### src/spm_pkg.sv
package spm_pkg;

    // ------------------------------------------------------------
    // Widths
    // ------------------------------------------------------------
    localparam int unsigned CPU_AW = 40;
    localparam int unsigned AXI_AW = 8;

    // ------------------------------------------------------------
    // Processor address decode constants
    // ------------------------------------------------------------
    localparam logic [5:0] TOP_MEM_R1 = 6'h20;      // addr<39:34> of region 1
    localparam logic [7:0] TOP_MEM_R2 = 8'h84;      // addr<39:32> of region 2
    localparam logic [8:0] TOP_MEM_R3 = 9'h10A;     // addr<39:31> of region 3
    localparam logic [8:0] TOP_IO = 9'h10B;         // addr<39:31> of sparse I/O
    localparam logic [4:0] IO_REGION_A = 5'h16;     // addr<34:30>
    localparam logic [4:0] IO_REGION_B = 5'h17;
    localparam logic [10:0] TOP_CFG = 11'h438;      // addr<39:29>
    localparam logic [10:0] TOP_SPC = 11'h439;
    localparam logic [9:0] TOP_REG_LO = 10'h21D;    // addr<39:30> = 87.4..87.7
    localparam logic [11:0] REG_CTRL = 12'h874;     // addr<39:28>
    localparam logic [11:0] REG_MEMC = 12'h875;
    localparam logic [11:0] REG_XLAT = 12'h876;

    // ------------------------------------------------------------
    // Size field (addr<4:3>) and configuration type codes
    // ------------------------------------------------------------
    localparam logic [1:0] SZ_BYTE = 2'h0;
    localparam logic [1:0] SZ_WORD = 2'h1;
    localparam logic [1:0] SZ_TRI = 2'h2;
    localparam logic [1:0] SZ_LONG = 2'h3;
    localparam logic [1:0] OFS_QUAD = 2'h3;
    localparam logic [1:0] CFG_TYPE0 = 2'h0;
    localparam logic [1:0] CFG_TYPE1 = 2'h1;
    localparam logic [4:0] IDSEL_MAX = 5'h14;
    localparam logic [3:0] BE_ALL = 4'h0;

    // ------------------------------------------------------------
    // AXI4-Lite register map (byte addresses)
    // ------------------------------------------------------------
    localparam logic [7:0] A_MEM_EXT = 8'h00;
    localparam logic [7:0] A_IO_EXT = 8'h04;
    localparam logic [7:0] A_CTRL = 8'h08;
    localparam logic [7:0] A_RESULT = 8'h0C;
    localparam logic [7:0] A_CFGSEL = 8'h10;
    localparam logic [1:0] RESP_OKAY = 2'h0;
    localparam logic [1:0] RESP_SLVERR = 2'h2;
    localparam logic [31:0] RST_EXT = 32'h0000_0000;

    // Result register fields
    localparam int unsigned RES_CYC_LSB = 0;
    localparam int unsigned RES_BURST_BIT = 4;
    localparam int unsigned RES_BE_LSB = 8;

    // ------------------------------------------------------------
    // Types
    // ------------------------------------------------------------
    typedef enum logic [3:0] {
        CYC_NONE,
        CYC_MEM_RD,
        CYC_MEM_WR,
        CYC_IO_RD,
        CYC_IO_WR,
        CYC_CFG_RD,
        CYC_CFG_WR,
        CYC_SPECIAL,
        CYC_INTACK,
        CYC_LOCAL
    } spm_cycle_e;

    typedef enum logic [1:0] {
        LREG_CTRL,
        LREG_MEMC,
        LREG_XLAT,
        LREG_RSVD
    } spm_lreg_e;

    typedef struct packed {
        logic valid;
        logic write;
        logic [CPU_AW-1:0] addr;
        logic [63:0] data;
    } spm_req_s;

    typedef struct packed {
        logic valid;
        spm_cycle_e cycle;
        logic [31:0] ad;
        logic [3:0] byteEnN;
        logic burst2;
        logic [63:0] data;
    } spm_pci_s;

    typedef struct packed {
        logic valid;
        spm_lreg_e region;
        logic [21:0] lwAddr;
        logic write;
        logic [63:0] data;
    } spm_local_s;

endpackage : spm_pkg

### src/spm_mapper.sv
// Chosen here: the register offsets and the AXI4-Lite interface to the registers.
`timescale 1ns/1ns
module spm_mapper
    import spm_pkg::*;
#(
    parameter int unsigned AXI_ADDR_W = AXI_AW
) (
    input wire logic clk,
    input wire logic reset_n,
    // Processor request
    input wire spm_req_s cpuReq,
    // Interrupt acknowledge vector from the ISA bridge
    input wire logic [31:0] intAckVector,
    input wire logic intAckValid,
    // PCI cycle out and local register access out
    output spm_pci_s pciCycle,
    output spm_local_s localAccess,
    output logic [31:0] cpuReadData,
    output logic cpuReadValid,
    output logic decodeError,
    // AXI4-Lite slave
    input wire logic [AXI_ADDR_W-1:0] s_axi_awaddr,
    input wire logic s_axi_awvalid,
    output logic s_axi_awready,
    input wire logic [31:0] s_axi_wdata,
    input wire logic [3:0] s_axi_wstrb,
    input wire logic s_axi_wvalid,
    output logic s_axi_wready,
    output logic [1:0] s_axi_bresp,
    output logic s_axi_bvalid,
    input wire logic s_axi_bready,
    input wire logic [AXI_ADDR_W-1:0] s_axi_araddr,
    input wire logic s_axi_arvalid,
    output logic s_axi_arready,
    output logic [31:0] s_axi_rdata,
    output logic [1:0] s_axi_rresp,
    output logic s_axi_rvalid,
    input wire logic s_axi_rready
);

    // ------------------------------------------------------------
    // Functions
    // ------------------------------------------------------------
    // Active-low byte enables from size and offset
    function automatic logic [3:0] byte_enables(input logic [1:0] sz, input logic [1:0] ofs);
        logic [3:0] be;
        be = BE_ALL;
        case (sz)
            SZ_BYTE: be = ~(4'h1 << ofs);
            SZ_WORD: be = ~(4'(4'h3 << ofs));
            SZ_TRI: be = ~(4'(4'h7 << ofs));
            default: be = BE_ALL;
        endcase
        return be;
    endfunction : byte_enables

    // Low address bits for sparse space; longword and quadword forced aligned
    function automatic logic [2:0] low_ad(input logic [CPU_AW-1:0] a);
        logic [2:0] r;
        r = {a[7], a[6:5]};
        if (a[4:3] == SZ_LONG && a[6:5] == OFS_QUAD) begin
            r = 3'h0;
        end else if (a[4:3] == SZ_LONG) begin
            r = {a[7], 2'h0};
        end
        return r;
    endfunction : low_ad

    // Byte-lane update for 32-bit registers
    function automatic logic [31:0] apply_strb(input logic [31:0] old, input logic [31:0] nw,
                                               input logic [3:0] strb);
        logic [31:0] r;
        r = old;
        for (int i = 0; i < 4; i++) begin
            if (strb[i]) begin
                r[8*i +: 8] = nw[8*i +: 8];
            end
        end
        return r;
    endfunction : apply_strb

    // ------------------------------------------------------------
    // Registers
    // ------------------------------------------------------------
    logic [31:0] memExt_q;
    logic [31:0] ioExt_q;
    logic [1:0] cfgType_q;
    logic [31:0] lastAd_q;
    spm_cycle_e lastCycle_q;
    logic lastBurst_q;
    logic [3:0] lastBe_q;
    logic [AXI_ADDR_W-1:0] awAddr_q;
    logic awHeld_q;
    logic [31:0] wData_q;
    logic [3:0] wStrb_q;
    logic wHeld_q;

    // ------------------------------------------------------------
    // Single-stage address decode
    // ------------------------------------------------------------
    spm_cycle_e cycleD;
    logic [31:0] adD;
    logic [3:0] beD;
    logic burstD;
    logic [CPU_AW-1:0] a;
    logic [1:0] sz;
    logic [1:0] ofs;

    assign a = cpuReq.addr;
    assign sz = a[4:3];
    assign ofs = a[6:5];

    // Picks one cycle type and builds the PCI address
    always_comb begin
        cycleD = CYC_NONE;
        adD = 32'h0;
        beD = byte_enables(sz, ofs);
        burstD = 1'b0;
        if (a[39:34] == TOP_MEM_R1) begin
            cycleD = cpuReq.write ? CYC_MEM_WR : CYC_MEM_RD;
            adD = {memExt_q[31:29], a[33:31], a[30:8], low_ad(a)};
            adD[1:0] = 2'h0;
        end else if (a[39:32] == TOP_MEM_R2) begin
            cycleD = cpuReq.write ? CYC_MEM_WR : CYC_MEM_RD;
            adD = {memExt_q[15:11], a[31], a[30:8], low_ad(a)};
            adD[1:0] = 2'h0;
        end else if (a[39:31] == TOP_MEM_R3) begin
            cycleD = cpuReq.write ? CYC_MEM_WR : CYC_MEM_RD;
            adD = {memExt_q[7:2], a[30:8], low_ad(a)};
            adD[1:0] = 2'h0;
        end else if (a[39:31] == TOP_IO) begin
            cycleD = cpuReq.write ? CYC_IO_WR : CYC_IO_RD;
            if (a[34:30] == IO_REGION_A) begin
                adD = {7'h00, a[29:8], low_ad(a)};
            end else begin
                adD = {ioExt_q[31:25], a[29:8], low_ad(a)};
            end
            burstD = (sz == SZ_LONG) && (ofs == OFS_QUAD);
        end else if (a[39:29] == TOP_CFG) begin
            cycleD = cpuReq.write ? CYC_CFG_WR : CYC_CFG_RD;
            adD = {8'h00, a[28:7], cfgType_q};
            if (cfgType_q == CFG_TYPE0) begin
                adD[31:11] = 21'h0;
                if (a[20:16] <= IDSEL_MAX) begin
                    adD[31:11] = 21'(21'h1 << a[20:16]);
                end
            end
        end else if (a[39:29] == TOP_SPC) begin
            cycleD = cpuReq.write ? CYC_SPECIAL : CYC_INTACK;
            adD = 32'h0;
            beD = BE_ALL;
        end else if (a[39:30] == TOP_REG_LO) begin
            cycleD = CYC_LOCAL;
        end
    end

    // ------------------------------------------------------------
    // PCI cycle and local access outputs
    // ------------------------------------------------------------
    // Registered outputs, one cycle after the request
    always_ff @(posedge clk or negedge reset_n) begin
        if (!reset_n) begin
            pciCycle <= '0;
        end else begin
            pciCycle.valid <= cpuReq.valid && cycleD != CYC_NONE && cycleD != CYC_LOCAL;
            pciCycle.cycle <= cycleD;
            pciCycle.ad <= adD;
            pciCycle.byteEnN <= beD;
            pciCycle.burst2 <= burstD;
            pciCycle.data <= cpuReq.data;
        end
    end

    // Register-range decode; reserved codes flag an error
    always_ff @(posedge clk or negedge reset_n) begin
        if (!reset_n) begin
            localAccess <= '0;
            decodeError <= 1'b0;
        end else begin
            localAccess.valid <= 1'b0;
            decodeError <= cpuReq.valid && cycleD == CYC_NONE;
            localAccess.lwAddr <= a[27:6];
            localAccess.write <= cpuReq.write;
            localAccess.data <= cpuReq.data;
            localAccess.region <= LREG_RSVD;
            if (cpuReq.valid && cycleD == CYC_LOCAL) begin
                if (a[5:0] != 6'h00) begin
                    decodeError <= 1'b1;
                end else if (a[39:28] == REG_CTRL) begin
                    localAccess.valid <= 1'b1;
                    localAccess.region <= LREG_CTRL;
                end else if (a[39:28] == REG_MEMC) begin
                    localAccess.valid <= 1'b1;
                    localAccess.region <= LREG_MEMC;
                end else if (a[39:28] == REG_XLAT) begin
                    localAccess.valid <= 1'b1;
                    localAccess.region <= LREG_XLAT;
                end else begin
                    decodeError <= 1'b1;
                end
            end
        end
    end

    // Interrupt acknowledge vector returned to the processor
    always_ff @(posedge clk or negedge reset_n) begin
        if (!reset_n) begin
            cpuReadData <= 32'h0;
            cpuReadValid <= 1'b0;
        end else begin
            cpuReadValid <= intAckValid;
            if (intAckValid) begin
                cpuReadData <= intAckVector;
            end
        end
    end

    // Last-cycle status for software
    always_ff @(posedge clk or negedge reset_n) begin
        if (!reset_n) begin
            lastAd_q <= 32'h0;
            lastCycle_q <= CYC_NONE;
            lastBurst_q <= 1'b0;
            lastBe_q <= BE_ALL;
        end else if (cpuReq.valid) begin
            lastAd_q <= adD;
            lastCycle_q <= cycleD;
            lastBurst_q <= burstD;
            lastBe_q <= beD;
        end
    end

    // ------------------------------------------------------------
    // AXI4-Lite write channel
    // ------------------------------------------------------------
    assign s_axi_awready = !awHeld_q && !s_axi_bvalid;
    assign s_axi_wready = !wHeld_q && !s_axi_bvalid;

    // Captures address and data in either order
    always_ff @(posedge clk or negedge reset_n) begin
        if (!reset_n) begin
            awHeld_q <= 1'b0;
            wHeld_q <= 1'b0;
            awAddr_q <= '0;
            wData_q <= 32'h0;
            wStrb_q <= 4'h0;
        end else if (awHeld_q && wHeld_q) begin
            awHeld_q <= 1'b0;
            wHeld_q <= 1'b0;
        end else begin
            if (s_axi_awvalid && s_axi_awready) begin
                awHeld_q <= 1'b1;
                awAddr_q <= s_axi_awaddr;
            end
            if (s_axi_wvalid && s_axi_wready) begin
                wHeld_q <= 1'b1;
                wData_q <= s_axi_wdata;
                wStrb_q <= s_axi_wstrb;
            end
        end
    end

    // Register writes and write response
    always_ff @(posedge clk or negedge reset_n) begin
        if (!reset_n) begin
            memExt_q <= RST_EXT;
            ioExt_q <= RST_EXT;
            cfgType_q <= CFG_TYPE0;
            s_axi_bvalid <= 1'b0;
            s_axi_bresp <= RESP_OKAY;
        end else if (awHeld_q && wHeld_q) begin
            s_axi_bvalid <= 1'b1;
            s_axi_bresp <= RESP_OKAY;
            if (awAddr_q == A_MEM_EXT) begin
                memExt_q <= apply_strb(memExt_q, wData_q, wStrb_q);
            end else if (awAddr_q == A_IO_EXT) begin
                ioExt_q <= apply_strb(ioExt_q, wData_q, wStrb_q);
            end else if (awAddr_q == A_CTRL) begin
                if (wStrb_q[0]) begin
                    cfgType_q <= wData_q[1:0];
                end
            end else if (awAddr_q != A_RESULT && awAddr_q != A_CFGSEL) begin
                s_axi_bresp <= RESP_SLVERR;
            end
        end else if (s_axi_bvalid && s_axi_bready) begin
            s_axi_bvalid <= 1'b0;
        end
    end

    // ------------------------------------------------------------
    // AXI4-Lite read channel
    // ------------------------------------------------------------
    assign s_axi_arready = !s_axi_rvalid;

    // Read mux
    always_ff @(posedge clk or negedge reset_n) begin
        if (!reset_n) begin
            s_axi_rvalid <= 1'b0;
            s_axi_rdata <= 32'h0;
            s_axi_rresp <= RESP_OKAY;
        end else if (s_axi_arvalid && s_axi_arready) begin
            s_axi_rvalid <= 1'b1;
            s_axi_rresp <= RESP_OKAY;
            s_axi_rdata <= 32'h0;
            if (s_axi_araddr == A_MEM_EXT) begin
                s_axi_rdata <= memExt_q;
            end else if (s_axi_araddr == A_IO_EXT) begin
                s_axi_rdata <= ioExt_q;
            end else if (s_axi_araddr == A_CTRL) begin
                s_axi_rdata <= {30'h0, cfgType_q};
            end else if (s_axi_araddr == A_RESULT) begin
                s_axi_rdata <= 32'(lastCycle_q) | (32'(lastBurst_q) << RES_BURST_BIT)
                               | (32'(lastBe_q) << RES_BE_LSB);
            end else if (s_axi_araddr == A_CFGSEL) begin
                s_axi_rdata <= lastAd_q;
            end else begin
                s_axi_rresp <= RESP_SLVERR;
            end
        end else if (s_axi_rready) begin
            s_axi_rvalid <= 1'b0;
        end
    end

endmodule : spm_mapper

### config.mk
export PLATFORM = sky130hd
export DESIGN_NAME = spm_mapper
export DESIGN_NICKNAME = d
export VERILOG_FILES = /design/src/spm_pkg.sv /design/src/spm_mapper.sv
export SDC_FILE = /design/constraint.sdc
export NUM_CORES = 1
export LEC_CHECK = 0
export ABC_AREA = 1
export ABC_CLOCK_PERIOD_IN_PS = 1600
export BUFFER_PORTS_ARGS = -buffer_cell sky130_fd_sc_hd__buf_2
export CAP_MARGIN = 40
export CORE_ASPECT_RATIO = 0.7
export CORE_MARGIN = 2
export CORE_UTILIZATION = 46
export DETAILED_ROUTE_END_ITERATION = 10
export MAX_ROUTING_LAYER = met4
export PLACE_DENSITY = 0.77
export SYNTH_ARGS = -nofsm -noshare
export SYNTH_HDL_FRONTEND = slang
export SYNTH_SLANG_ARGS = --single-unit
export TNS_END_PERCENT = 20
### constraint.sdc
create_clock -name clk -period 1.6 [get_ports clk]
set_input_delay 0.32 -clock clk [delete_from_list [all_inputs] [get_ports clk]]
set_output_delay 0.32 -clock clk [all_outputs]
set_load 0.01 [all_outputs]
Word-level counts from Yosys, hierarchy flattened
Cells that the tools add are included.

word-level totals
  register bits = 357
  bits of input ports = 198

operators by class
  $lt $le $gt $ge = 1
  eq/ne operators = 25
  shift-type cells = 4
  mux-type cells = 64
  bitwise logic cells = 8
  reductions and logical operators = 39

operator list
  operator                                                                  number
  32-bit two-way mux                                                        11
  4-bit two-way mux                                                         14
  21-bit two-way mux                                                        2
  12-bit == test (second input constant)                                    3
  8-bit by 4-bit == test with 1-bit output (second input constant)          3
  2-bit two-way mux                                                         12
  11-bit == test (second input constant)                                    2
  3-bit two-way mux                                                         7
  1-bit by 5-bit << shifter with 21-bit output (first input constant)       1
  9-bit == test (second input constant)                                     2
  1-bit two-way mux                                                         17
  8-bit by 3-bit == test with 1-bit output (second input constant)          2
  8-bit logical NOT                                                         2
  4-bit AND reduction                                                       4
  1-bit logical AND                                                         13
  4-bit NOT                                                                 3
  5-bit by 12-bit bitwise OR with 12-bit output                             1
  4-bit one-hot mux with 3 select lines                                     1
  3-bit AND reduction                                                       4
  10-bit == test (second input constant)                                    1
  8-bit by 5-bit == test with 1-bit output (second input constant)          1
  8-bit == test (second input constant)                                     1
  8-bit by 4-bit inequality test with 1-bit output (second input constant)  1
  8-bit by 5-bit inequality test with 1-bit output (second input constant)  1
  20 further kinds                                                          32

Longest topological paths before layout
Gate-level depths: netlist of run 1.

  depth in word-level cells = 15
  gate-level depth with buffers = 12

Least setup slack after synthesis of run 1
OpenSTA, ideal clock, no wires.

  path type = register -> register
  start = register s_axi_bvalid
  end = register wHeld_q
  setup time = 143 ps
  data arrival time = 1360 ps
  required time = 1457 ps
  path slack = 97 ps
  cell stages (with the launch flop) = 6
  period minus slack after synthesis = 1503 ps
  path through = dfrtp_1 > nor2_1 > nand2_1 > clkbuf_1 > clkbuf_1 > o21ai_0

between the ends
  word-level cells in the longest chain between the ends = 4

ends and longest elaborated chain
  element                       line               text
  from (decl)                   spm_mapper.sv:30   output logic s_axi_bvalid,
  from (signal assigned)        spm_mapper.sv:269  s_axi_bvalid <= 1'b0;
  from (signal assigned)        spm_mapper.sv:272  s_axi_bvalid <= 1'b1;
  from (signal assigned)        spm_mapper.sv:286  s_axi_bvalid <= 1'b0;
  1-bit logical NOT             spm_mapper.sv:237  assign s_axi_wready = !wHeld_q && !s_axi_bvalid;
  1-bit logical AND             spm_mapper.sv:237
  named net s_axi_wready        spm_mapper.sv:28   output logic s_axi_wready,
  1-bit logical AND             spm_mapper.sv:255  if (s_axi_wvalid && s_axi_wready) begin
  2-bit nonzero test (no line)  --
  to (signal assigned)          spm_mapper.sv:243  wHeld_q <= 1'b0;
  to (signal assigned)          spm_mapper.sv:249  wHeld_q <= 1'b0;
  to (signal assigned)          spm_mapper.sv:256  wHeld_q <= 1'b1;
  to (decl)                     spm_mapper.sv:96   logic wHeld_q;

The timed path passes the listed nets, and every way through them passes these cells.
A chain may end at the register's enable or synchronous reset.

Worst setup path after layout of run 1
  start = register s_axi_bvalid
  end = output s_axi_wready

between the ends
  word-level cells in the longest chain between the ends = 2

ends and longest elaborated chain
  element            line
  1-bit logical NOT  spm_mapper.sv:237
  1-bit logical AND  spm_mapper.sv:237
  to (decl)          spm_mapper.sv:28

Every way passes these cells.

==> qor.log, run 1 <==
INFO  status         outcome=finished clean
INFO  placement      finalWeightedCongestion=0.964
INFO  run            drv_cap=0
INFO  global_routing grt_max_degree=71
INFO  floorplanning  floorplan.die.height=152um
INFO  logic_synthesis synth_commonest_cells=sky130_fd_sc_hd__dfrtp_1, sky130_fd_sc_hd__nand2_1, sky130_fd_sc_hd__o21ai_0
INFO  sta            min_period=1570ps
INFO  worst_setup_path startpoint_type_of_the_worst_setup_path=register
INFO  sta            final-setup-viol-count=0
INFO  placement      buffer_ports.inserted=466
INFO  logic_synthesis ranking_of_synthesized_cells_by_area=sky130_fd_sc_hd__dfrtp_1, sky130_fd_sc_hd__nand2_1, sky130_fd_sc_hd__o21ai_0
INFO  placement      place_ws=-289ps
INFO  pwr            fin_total_pwr=22500uW
INFO  global_routing first_global_vias=12.3k
INFO  floorplanning  start_util=0.464
INFO  layout         final_core_utilization=0.642
INFO  layout         final_net_count=2282
INFO  layout         fraction_of_final_layout_cells_with_drive_strength_greater_than_1=0.351
INFO  sta            grt_setup_unrepaired=yes
INFO  pwr            ir_drop=1.08mV
INFO  clocking       cts-root-to-sink-buffers=3
INFO  logic_synthesis synth_cell_type_count=42
INFO  logic_synthesis mappedNetlistArea=14300um2
INFO  logic_synthesis synth_compound_area_frac=0.0945
INFO  clocking       tritoncts_clock_tree=done
INFO  worst_setup_path timing_worst_setup_path_type=register to output pin
INFO  worst_setup_path ff2ff_path_depth=8
INFO  logic_synthesis yosysSeqAreaShare=0.620
INFO  logic_synthesis synth_seq_cells=355
INFO  sta            final_max_slew_viol_count=0
INFO  detailed_routing drtPass1Iterations=6
INFO  floorplanning  std_cell_rows=54
INFO  logic_synthesis synth_area_leader_cell=sky130_fd_sc_hd__dfrtp_1
INFO  detailed_routing post_drt_wl_per_cell=19.4um
INFO  layout         syn2layout_area_growth=38.2%
INFO  logic_synthesis most_common_cell_in_the_synthesized_netlist=sky130_fd_sc_hd__dfrtp_1
INFO  logic_synthesis simple_gate_share_of_the_synthesized_area=0.162
INFO  clocking       cts_inserted_buffers=36
INFO  clocking       clockRootBuffer=sky130_fd_sc_hd__clkbuf_16
INFO  floorplanning  top_level_ports=469
INFO  sta            skew=12.5ps
INFO  detailed_routing detail_route.vias_per_cell=5.03
INFO  layout         fill_cells=2559
INFO  layout         n_antenna_cell=0
INFO  detailed_routing route.vias.total=12.7k
INFO  worst_hold_path worst_hold_startpoint=s_axi_wstrb[3]
INFO  clocking       ctsHtreeMaxLevel=2
INFO  logic_synthesis synth-xor-area-share=0
INFO  floorplanning  design.die.area=32600um2
INFO  logic_synthesis async_flop_share=1.00
INFO  logic_synthesis proportion_of_netlist_area_held_by_the_largest_area_contributor=0.620
INFO  worst_setup_path crit-reg2reg-capture=pciCycle[97]
INFO  logic_synthesis main_combinational_cell_family_by_area_after_synthesis=simple AND/OR/NAND/NOR gates
INFO  sta            clock.fmax=0.637GHz
INFO  logic_synthesis post_synth_mux_area_share=0.0306
INFO  placement      hpwl=36500um
INFO  logic_synthesis syn_area_per_cell=9.70um2
INFO  logic_synthesis synthesis.yosys.warnings=0
INFO  clocking       clock_sinks=355
INFO  worst_hold_path timing.hold.worst_endpoint=wStrb_q[3]
INFO  worst_hold_path worstHoldPathCells=2
INFO  worst_setup_path timing.reg2reg.setup_slack=50ps
INFO  worst_hold_path holdCritPathClass=input pin to register
INFO  sta            finalWorstSetupSlack=29.9ps
INFO  worst_setup_path r2r_start=cfgType_q[1]
INFO  sta            holdWs=19.0ps
INFO  worst_setup_path arrival=1250ps
INFO  detailed_routing post-route-drc-count=0
INFO  worst_setup_path timing.critical_path.to_type=output pin
INFO  worst_setup_path critical_path_peak_fanout=4
INFO  sta            fin_crit_sh=0.981
INFO  detailed_routing detail_route.iter0.violations=1083
INFO  logic_synthesis post_synth_fa_ha_maj_area_fraction=0.00437
INFO  global_routing grt_pass1_wl=73000um
INFO  worst_setup_path crit_path_max_incr_delay=430ps
INFO  global_routing overall_global_routing_resource_usage=0.305
INFO  worst_setup_path required=1280ps
INFO  global_routing antenna_found_initial=0
INFO  pwr            power_density=1130nW/um2
INFO  floorplanning  total_core_area=30900um2
INFO  detailed_routing ant_nets=0
INFO  logic_synthesis postSynth.topFlopCell=sky130_fd_sc_hd__dfrtp_1
INFO  layout         sequential_cell_area=8880um2
INFO  layout         area_occupied_by_multi_input_gates=4310um2
INFO  detailed_routing drt-total-wl=48900um
INFO  sta            finalHoldViolCount=0
INFO  pwr            p_leak=0.0104uW
INFO  global_routing grt_remaining_overflow=0
INFO  clocking       clock_insertion_delay_worst_skew=530ps
INFO  logic_synthesis syn-instance-count=1477
INFO  floorplanning  die-width=215um
INFO  clocking       clk_transition_reported_paths=60ps
INFO  logic_synthesis synth_enable_flop_cells=0
INFO  worst_setup_path cp_cell_sequence=nor2_2 -> buf_2
INFO  worst_setup_path timing.critical_path.slowest_stage_cell=sky130_fd_sc_hd__dfrtp_1
## worst max-delay path: cells and delay by family, from the launching register on
kind | cells | cell delay (ps)
DFF | 1 | 430
buffers and inverters | 1 | 150
and+or+nand+nor | 1 | 130
## cell usage in the layout, fill, tap and decap left out, types with 7 or more instances in the layout
| master | Yosys | final |
|---|---|---|
| sky130_fd_sc_hd__inv_1 | 140 | 138 |
| sky130_fd_sc_hd__buf_12 | 0 | 13 |
| sky130_fd_sc_hd__dlygate4sd3_1 | 0 | 88 |
| sky130_fd_sc_hd__a21oi_1 | 76 | 75 |
| sky130_fd_sc_hd__dfrtp_1 | 355 | 355 |
| sky130_fd_sc_hd__buf_4 | 67 | 106 |
| sky130_fd_sc_hd__buf_2 | 12 | 465 |
| sky130_fd_sc_hd__o21ai_1 | 5 | 15 |
| sky130_fd_sc_hd__nor2_1 | 120 | 109 |
| sky130_fd_sc_hd__o21ai_0 | 144 | 132 |
| sky130_fd_sc_hd__clkbuf_16 | 0 | 38 |
| sky130_fd_sc_hd__nand4_1 | 21 | 21 |
| sky130_fd_sc_hd__nand2_1 | 348 | 342 |
| sky130_fd_sc_hd__clkbuf_1 | 31 | 7 |
| sky130_fd_sc_hd__nor3_1 | 10 | 8 |
| sky130_fd_sc_hd__nand2_2 | 2 | 8 |
| sky130_fd_sc_hd__o211ai_1 | 11 | 11 |
| sky130_fd_sc_hd__mux2_2 | 39 | 39 |
| sky130_fd_sc_hd__nor2_2 | 5 | 14 |
| sky130_fd_sc_hd__nand3_1 | 43 | 40 |
## per-layer routing
layer	up-vias	part of all wire	GRT usage
met4	0	0.029	0.0976
li1	5903	-	-
met2	508	0.47	0.479
met3	98	0.074	0.0643
met5	-	0	-
met1	6172	0.43	0.402
## per-stage QoR
stage          cells  instance area (um2)  TNS [ps]
2_1_floorplan   1478                14300         0
3_3_place_gp    2370                17600     -9710
3_5_place_dp    2370                17600    -12290
4_1_cts         2520                19700         0
5_1_grt         2523                19800      -553
6_report        2523                19800         0
## state kept, by name (all words and copies together), names as in the netlist
signal        count
localAccess      90
pciCycle         42
cpuReadData      32
ioExt_q          32
lastAd_q         32
memExt_q         32
s_axi_rdata      32
wData_q          32
awAddr_q          8
lastBe_q          4
lastCycle_q       4
wStrb_q           4
cfgType_q         2
awHeld_q          1
cpuReadValid      1
decodeError       1
lastBurst_q       1
s_axi_bresp       1
s_axi_bvalid      1
s_axi_rresp       1
s_axi_rvalid      1
wHeld_q           1
## kinds of logic (layout without fill, tap and decap cells)
logic type,Yosys count,in the layout
flip-flops,355,355
buffers and inverters,260,885
AND/OR/NAND/NOR,564,564
multiplexers,39,39
AO/OA/AOI/OAI,253,253
adder cells (fa/ha/maj),5,5
other,1,2
## worst max path at each step
stage                             from               to  slack [ps]  cells after the start
final                     s_axi_bvalid     s_axi_wready          30                      2
after global routing       awAddr_q[1]     memExt_q[12]         -60                      9
after CTS                 s_axi_bvalid     s_axi_wready           2                      2
after detailed placement   cpuReq[101]     lastAd_q[19]        -290                     12
after global placement     cpuReq[100]  localAccess[89]        -250                      9
after floorplan           s_axi_bvalid          wHeld_q         100                      5
## final cells by class
cell class              instances  area share
well taps                     420      0.0265
inverters                     144      0.0274
multi-input cells             863       0.217
clock buffers                  50      0.0528
repair buffers                679       0.220
clock inverters                12     0.00796
flip-flops and latches        355       0.448
## where the power goes
part,total [uW],switching (uW),internal [uW]
logic,3510,2150,1360
registers,10300,453,9890
clock network,8620,3550,5070
total,22500,6150,16300
## timing repair
action                                  in CTS  in global routing
cloned                                       0                  1
endpoints found under the setup margin       3                 88
buffers inserted                             0                  2
resized for setup                            1                 52
pin swaps                                    0                  5
hold buffers                                88                  0
hold endpoints to repair                   115                  0
No activity file was read; power rests on OpenSTA's default activity.
==> inputs of run 2 (changes only) <==
==> constraint.sdc (replaced) <==
create_clock -name clk -period 1.6 [get_ports clk]
set_input_delay 0.08 -clock clk [delete_from_list [all_inputs] [get_ports clk]]
set_output_delay 0.08 -clock clk [all_outputs]
set_load 0.01 [all_outputs]
==> run 2 against run 1 <==
Compared with the run above: worst setup slack worse by 28 ps; design area is 3.8% higher; non-clock buffer count rose by 59; maximum frequency decreased by 1.7%; cell count grew 2.4%; register-to-register slack got worse by 50 ps; sequential share of layout area down 1.6 points; clock power up 5.5%; utilization increased by 2.4 points.
==> qor.log, run 2 (synthesis results as in run 1) <==
INFO  worst_setup_path crit_path_max_incr_delay=390ps [was 430 ps]
INFO  global_routing first_global_vias=13.1k [was 12.3k]
INFO  layout         mostFrequentLayoutCells=sky130_fd_sc_hd__buf_2, sky130_fd_sc_hd__dfrtp_1, sky130_fd_sc_hd__nand2_1, sky130_fd_sc_hd__dlygate4sd3_1, sky130_fd_sc_hd__inv_1 [was sky130_fd_sc_hd__buf_2, sky130_fd_sc_hd__dfrtp_1, sky130_fd_sc_hd__nand2_1, sky130_fd_sc_hd__inv_1, sky130_fd_sc_hd__o21ai_0]
INFO  global_routing antenna_found_initial=1 [was 0]
INFO  pwr            power_density=1120nW/um2 [was 1130 nW/um2]
INFO  sta            timing.slew.headroom=0.620
INFO  placement      finalWeightedCongestion=1.00 [was 0.964]
INFO  layout         largest_regs=localAccess: 90 flops, pciCycle: 42 flops [unchanged]
INFO  sta            fin_crit_sh=0.999 [was 0.981]
INFO  worst_setup_path timing.critical_path.to_type=register [was output pin]
INFO  sta            final-setup-viol-count=0 [unchanged]
INFO  detailed_routing route.vias.total=13.1k [was 12.7k]
INFO  placement      hpwl=36300um [was 36500 um]
INFO  sta            grt_setup_unrepaired=yes [unchanged]
INFO  floorplanning  design.die.area=32600um2 [unchanged]
INFO  global_routing grt_remaining_overflow=0 [unchanged]
INFO  layout         fill_cells=2362 [was 2559]
INFO  sta            holdWs=32.7ps [was 19.0 ps]
INFO  layout         fraction_of_final_layout_cells_with_drive_strength_greater_than_1=0.330 [was 0.351]
INFO  clocking       clock_sinks=355 [unchanged]
INFO  worst_setup_path timing_worst_setup_path_type=register to register [was register to output pin]
INFO  detailed_routing post_drt_wl_per_cell=19.8um [was 19.4 um]
INFO  status         outcome=finished clean [unchanged]
INFO  pwr            ir_drop=0.742mV [was 1.08 mV]
INFO  clocking       clk_transition_reported_paths=70ps [was 60 ps]
INFO  layout         syn2layout_area_growth=43.5% [was 38.2%]
INFO  sta            finalHoldViolCount=0 [unchanged]
INFO  global_routing overall_global_routing_resource_usage=0.318 [was 0.305]
INFO  worst_setup_path timing.critical_path.slowest_stage_cell=sky130_fd_sc_hd__dfrtp_1 [unchanged]
INFO  layout         largest_register_ffs=90 [unchanged]
INFO  worst_setup_path startpoint_type_of_the_worst_setup_path=register [unchanged]
INFO  floorplanning  std_cell_rows=54 [unchanged]
INFO  worst_setup_path required=2010ps [was 1280 ps]
INFO  clocking       clockRootBuffer=sky130_fd_sc_hd__clkbuf_16 [unchanged]
INFO  floorplanning  top_level_ports=469 [unchanged]
INFO  detailed_routing detail_route.vias_per_cell=5.09 [was 5.03]
INFO  clocking       ctsHtreeMaxLevel=2 [unchanged]
INFO  sta            clock.fmax=0.626GHz [was 0.637 GHz]
INFO  sta            finalWorstSetupSlack=2.12ps [was 29.9 ps]
INFO  placement      place_ws=-119ps [was -289 ps]
INFO  worst_setup_path arrival=2010ps [was 1250 ps]
INFO  detailed_routing drt-total-wl=51300um [was 48900 um]
INFO  layout         layout.cells.non_filler=2584 [was 2523]
INFO  clocking       clock_insertion_delay_worst_skew=540ps [was 530 ps]
INFO  clocking       cts-root-to-sink-buffers=3 [unchanged]
INFO  layout         largest_register=localAccess [unchanged]
INFO  run            drv_cap=0 [unchanged]
INFO  layout         layout.cells.most_common=sky130_fd_sc_hd__buf_2 [unchanged]
INFO  worst_hold_path holdCritPathClass=input pin to async pin [was input pin to register]
INFO  worst_setup_path cp_cell_sequence=nor2_2 -> inv_1 -> nor2_2 -> nand2_2 -> nor2_4 -> nand3_1 -> buf_6 -> nand2_1 -> o21ai_0 [was nor2_2 -> buf_2]
INFO  floorplanning  die-width=215um [unchanged]
INFO  placement      buffer_ports.inserted=466 [unchanged]
INFO  global_routing grt_pass1_wl=76200um [was 73000 um]
INFO  pwr            p_leak=0.0107uW [was 0.0104 uW]
INFO  sta            skew=27.9ps [was 12.5 ps]
INFO  clocking       cts_inserted_buffers=36 [unchanged]
INFO  worst_setup_path critical_path_peak_fanout=16 [was 4]
INFO  sta            tightestPinTransition=570ps
INFO  floorplanning  total_core_area=30900um2 [unchanged]
INFO  detailed_routing post-route-drc-count=0 [unchanged]
INFO  detailed_routing ant_nets=0 [unchanged]
INFO  detailed_routing detail_route.iter0.violations=1087 [was 1083]
INFO  worst_setup_path critical_path.most_common_cell=sky130_fd_sc_hd__nor2_2
INFO  floorplanning  floorplan.die.height=152um [unchanged]
INFO  layout         final_net_count=2341 [was 2282]
INFO  clocking       tritoncts_clock_tree=done [unchanged]
INFO  sta            min_period=1600ps [was 1570 ps]
INFO  detailed_routing drtPass1Iterations=6 [unchanged]
INFO  global_routing grt_max_degree=74 [was 71]
INFO  sta            final_max_slew_viol_count=0 [unchanged]
INFO  floorplanning  start_util=0.464 [unchanged]
INFO  placement      placed_cells_incl_taps=2338 [was 2370]
## run 2: changes by cell type in the layout (fill, tap and decap cells not counted), moves of 4 or more
cell / delta
sky130_fd_sc_hd__dlygate4sd3_1: +90
sky130_fd_sc_hd__buf_4: -32
sky130_fd_sc_hd__o21ai_0: -7
sky130_fd_sc_hd__nand2_1: -6
sky130_fd_sc_hd__nand2_2: +6
sky130_fd_sc_hd__o21ai_1: +4
## run 2: critical path: cells and delay by family, from the launching register on
| kind | cells | cell delay, ps |
|---|---|---|
| AOI/OAI and AO/OA | 1 | 100 |
| buffers and inverters | 2 | 240 |
| and+or+nand+nor | 6 | 730 |
| DFF | 1 | 390 |
## run 2: path summary, 6_finish.rpt
kind / startpoint / cells after the start / slack (ps) / to
max in group asynchronous: reset_n / 3 / 810 / cpuReadData[29]
worst min-delay path: reset_n / 2 / 30 / awAddr_q[6]
worst max register to register: awAddr_q[1] / 9 / 2 / memExt_q[31]
min in group clk: cpuReq[95] / 4 / 30 / pciCycle[95]
worst min register to register: s_axi_rdata[8] / 2 / 480 / s_axi_rdata[8]
worst max-delay path: awAddr_q[1] / 9 / 2 / memExt_q[31]
## run 2: report_power, final
part / internal [uW] / switching, uW
clock: 5510 / 3580
sequential: 9890 / 469
combinational: 1470 / 2220
total: 16900 / 6270
## run 2: cell type report
cell class	count	area, um2	share of cell area
antenna	1	2.50	0.000122
clock buffer	47	1020	0.0498
clock inverter	16	249	0.0121
inverter	144	543	0.0264
multi-input combinational	863	4320	0.210
sequential	355	8880	0.432
tap	420	526	0.0256
timing repair buffer	738	5020	0.244
## run 2: metrics by stage
step | power [uW] | setup TNS, ps | util | area, um2
finish | 23100 | 0 | 0.666 | 20600
global route | 24100 | -3230 | 0.666 | 20600
CTS | 23100 | 0 | 0.660 | 20400
detailed placement | 13600 | -1420 | 0.560 | 17300
global placement | 13500 | -285 | 0.560 | 17300
floorplan | 12100 | 0 | - | 14300
## run 2: layer usage
layer  share of wire  wire length, um  global-route usage  up-vias
met5               0                0                   -        -
met4           0.039             2010               0.122        0
met3           0.088             4500              0.0699      114
met2            0.46            23800               0.492      650
met1            0.41            21000               0.416     6361
li1                -                -                   -     6021
## run 2: timing repair
item	4_1_cts	5_1_grt
hold endpoints to repair	526	0
gates cloned	0	2
buffers inserted	0	2
gates resized for setup	2	66
setup endpoints to repair	21	86
pin swaps	0	8
hold buffers	178	0
==> inputs of run 3 (changes only) <==
- RECOVER_POWER: default -> 100
==> run 3 against run 2 <==
Compared with the run above: the run now ends with setup timing left; register-to-register slack is essentially flat; design area fell by 2.1%; sequential power about the same; total power is 0.66% lower; clock power about the same; flip-flop and latch count did not move; routed wire length is 0.13% higher; critical path type unchanged.
==> qor.log, run 3 (synthesis results as in run 1) <==
INFO  floorplanning  std_cell_rows=54 [unchanged]
INFO  layout         largest_regs=localAccess: 90 flops, pciCycle: 42 flops [unchanged]
INFO  floorplanning  floorplan.die.height=152um [unchanged]
INFO  worst_setup_path timing.critical_path.slowest_stage_cell=sky130_fd_sc_hd__dfrtp_1 [unchanged]
INFO  worst_setup_path crit_path_max_incr_delay=390ps [about the same]
INFO  pwr            fin_total_pwr=23000uW [was 23100 uW]
INFO  worst_setup_path critical_path.most_common_cell=sky130_fd_sc_hd__nor2_2 [unchanged]
INFO  sta            grt_setup_unrepaired=yes [unchanged]
INFO  status         violations_in_the_final_reports=setup timing
INFO  floorplanning  start_util=0.464 [unchanged]
INFO  worst_setup_path timing.critical_path.to_type=register [unchanged]
INFO  layout         final_area=20100um2 [was 20600 um2]
INFO  placement      placed_area=17300um2 [unchanged]
INFO  layout         final_net_count=2341 [unchanged]
INFO  placement      buffer_ports.inserted=466 [unchanged]
INFO  global_routing grt_remaining_overflow=0 [unchanged]
INFO  worst_hold_path holdCritPathClass=input pin to register [was input pin to async pin]
INFO  global_routing overall_global_routing_resource_usage=0.318 [unchanged]
INFO  layout         largest_register=localAccess [unchanged]
INFO  sta            clock.fmax=0.623GHz [was 0.626 GHz]
INFO  floorplanning  total_core_area=30900um2 [unchanged]
INFO  clocking       cts-root-to-sink-buffers=3 [unchanged]
INFO  clocking       clock_insertion_delay_worst_skew=540ps [about the same]
INFO  global_routing antenna_found_initial=1 [unchanged]
INFO  detailed_routing detail_route.wirelength.met1=21200um [was 21000 um]
INFO  placement      place_ws=-119ps [unchanged]
INFO  detailed_routing ant_nets=0 [unchanged]
INFO  detailed_routing route.vias.total=13.2k [was 13.1k]
INFO  clocking       clockRootBuffer=sky130_fd_sc_hd__clkbuf_16 [unchanged]
INFO  layout         final_core_utilization=0.652 [was 0.666]
INFO  floorplanning  top_level_ports=469 [unchanged]
INFO  layout         mostFrequentLayoutCells=sky130_fd_sc_hd__dfrtp_1, sky130_fd_sc_hd__nand2_1, sky130_fd_sc_hd__clkbuf_1, sky130_fd_sc_hd__dlygate4sd3_1, sky130_fd_sc_hd__buf_2 [was sky130_fd_sc_hd__buf_2, sky130_fd_sc_hd__dfrtp_1, sky130_fd_sc_hd__nand2_1, sky130_fd_sc_hd__dlygate4sd3_1, sky130_fd_sc_hd__inv_1]
INFO  global_routing grt_pass1_wl=76200um [unchanged]
INFO  detailed_routing met3_length=4440um [was 4500 um]
INFO  pwr            p_leak=0.00978uW [was 0.0107 uW]
INFO  layout         fill_cells=2577 [was 2362]
INFO  global_routing grt_max_degree=74 [unchanged]
INFO  clocking       cts_inserted_buffers=36 [unchanged]
INFO  clocking       clk_transition_reported_paths=60ps [was 70 ps]
INFO  global_routing first_global_vias=13.1k [unchanged]
INFO  sta            fin_crit_sh=1.00 [was 0.999]
INFO  detailed_routing detail_route.iter0.violations=1160 [was 1087]
INFO  floorplanning  design.die.area=32600um2 [unchanged]
INFO  sta            final-setup-viol-count=1 [was 0]
INFO  worst_setup_path required=2010ps [about the same]
INFO  worst_setup_path startpoint_type_of_the_worst_setup_path=register [unchanged]
INFO  detailed_routing routed-wl-met2=23700um [was 23800 um]
INFO  sta            skew=30.0ps [was 27.9 ps]
INFO  detailed_routing post_drt_wl_per_cell=19.9um [was 19.8 um]
INFO  detailed_routing drt-total-wl=51400um [was 51300 um]
INFO  worst_setup_path timing_worst_setup_path_type=register to register [unchanged]
INFO  worst_setup_path critical_path_peak_fanout=16 [unchanged]
INFO  clocking       tritoncts_clock_tree=done [unchanged]
INFO  detailed_routing post-route-drc-count=0 [unchanged]
INFO  layout         fraction_of_final_layout_cells_with_drive_strength_greater_than_1=0.193 [was 0.330]
INFO  layout         layout.cells.most_common=sky130_fd_sc_hd__dfrtp_1 [was sky130_fd_sc_hd__buf_2]
INFO  sta            finalWorstSetupSlack=-4.30ps [was 2.12 ps]
INFO  floorplanning  die-width=215um [unchanged]
INFO  sta            min_period=1600ps [about the same]
INFO  detailed_routing detail_route.vias_per_cell=5.10 [was 5.09]
INFO  detailed_routing topRoutingLayerUsed=met4 [unchanged]
INFO  status         outcome=finished with violations [was finished clean]
INFO  pwr            power_density=1140nW/um2 [was 1120 nW/um2]
INFO  pwr            ir_drop=0.752mV [was 0.742 mV]
INFO  clocking       ctsHtreeMaxLevel=2 [unchanged]
INFO  worst_setup_path cp_cell_sequence=nor2_2 -> inv_1 -> nor2_2 -> nand2_2 -> nor2_4 -> nand3_1 -> buf_6 -> nand2_1 -> o21ai_0 [unchanged]
INFO  placement      hpwl=36300um [unchanged]
INFO  sta            tightestPinTransition=1260ps [was 570 ps]
INFO  worst_setup_path arrival=2010ps [about the same]
INFO  sta            timing.slew.headroom=0.161 [was 0.620]
INFO  sta            holdWs=28.4ps [was 32.7 ps]
INFO  layout         syn2layout_area_growth=40.4% [was 43.5%]
INFO  detailed_routing drtPass1Iterations=6 [unchanged]
INFO  placement      finalWeightedCongestion=1.00 [unchanged]
INFO  clocking       clock_sinks=355 [unchanged]
INFO  run            drv_cap=0 [unchanged]
INFO  layout         largest_register_ffs=90 [unchanged]
INFO  sta            finalHoldViolCount=0 [unchanged]
INFO  sta            final_max_slew_viol_count=0 [unchanged]
run 3: worst max-delay path: cells and delay by family, from the launching register on:
kind / cells / cell delay (ps)
DFF: 1 / 390
AOI/OAI and AO/OA: 1 / 100
and+or+nand+nor: 6 / 720
buffers and inverters: 2 / 250
run 3: final timing paths:
check | to | start | slack (ps) | cells past startpoint
max | memExt_q[31] | awAddr_q[1] | -4 | 9
min in group asynchronous | awAddr_q[6] | reset_n | 350 | 2
max reg2reg | memExt_q[31] | awAddr_q[1] | -4 | 9
min | pciCycle[95] | cpuReq[95] | 30 | 4
min reg2reg | s_axi_rdata[8] | s_axi_rdata[8] | 480 | 2
max in group asynchronous | lastAd_q[6] | reset_n | 200 | 3
run 3: area by class of cell:
class / instances / area [um2] / area share
flip-flops and latches: 355 / 8880 / 0.441
inverters: 144 / 543 / 0.0270
clock buffers: 47 / 1020 / 0.0509
clock inverters: 16 / 249 / 0.0124
multi-input cells: 863 / 4310 / 0.214
well taps: 420 / 526 / 0.0261
diodes: 1 / 2.50 / 0.000124
repair buffers: 738 / 4590 / 0.228
run 3: layer usage:
metal | up-vias | GRT usage
met4 | 0 | 0.122
li1 | 6019 | -
met5 | - | -
met1 | 6369 | 0.416
met3 | 121 | 0.0699
met2 | 666 | 0.492
run 3: timing repair:
item / 4_1_cts / 5_1_grt
setup endpoints to repair: 21 / 86
hold endpoints to repair: 526 / 0
gates resized for setup: 2 / 66
setup buffers: 0 / 2
pin swaps: 0 / 8
hold buffers: 178 / 0
gates cloned: 0 / 2
run 3: per-stage QoR:
| step | std cells | setup TNS, ps |
|---|---|---|
| after floorplan | 1478 | 0 |
| after global placement | 2338 | -285 |
| after detailed placement | 2338 | -1420 |
| after CTS | 2579 | 0 |
| after global routing | 2584 | -3230 |
| final | 2584 | -4.30 |
run 3: power breakdown:
group	leakage, uW	switching [uW]	total [uW]	internal (uW)
Sequential	0.00450	480	10400	9890
Combinational	0.00466	2200	3520	1320
Clock	0.000631	3580	9090	5510
Total	0.00978	6260	23000	16700
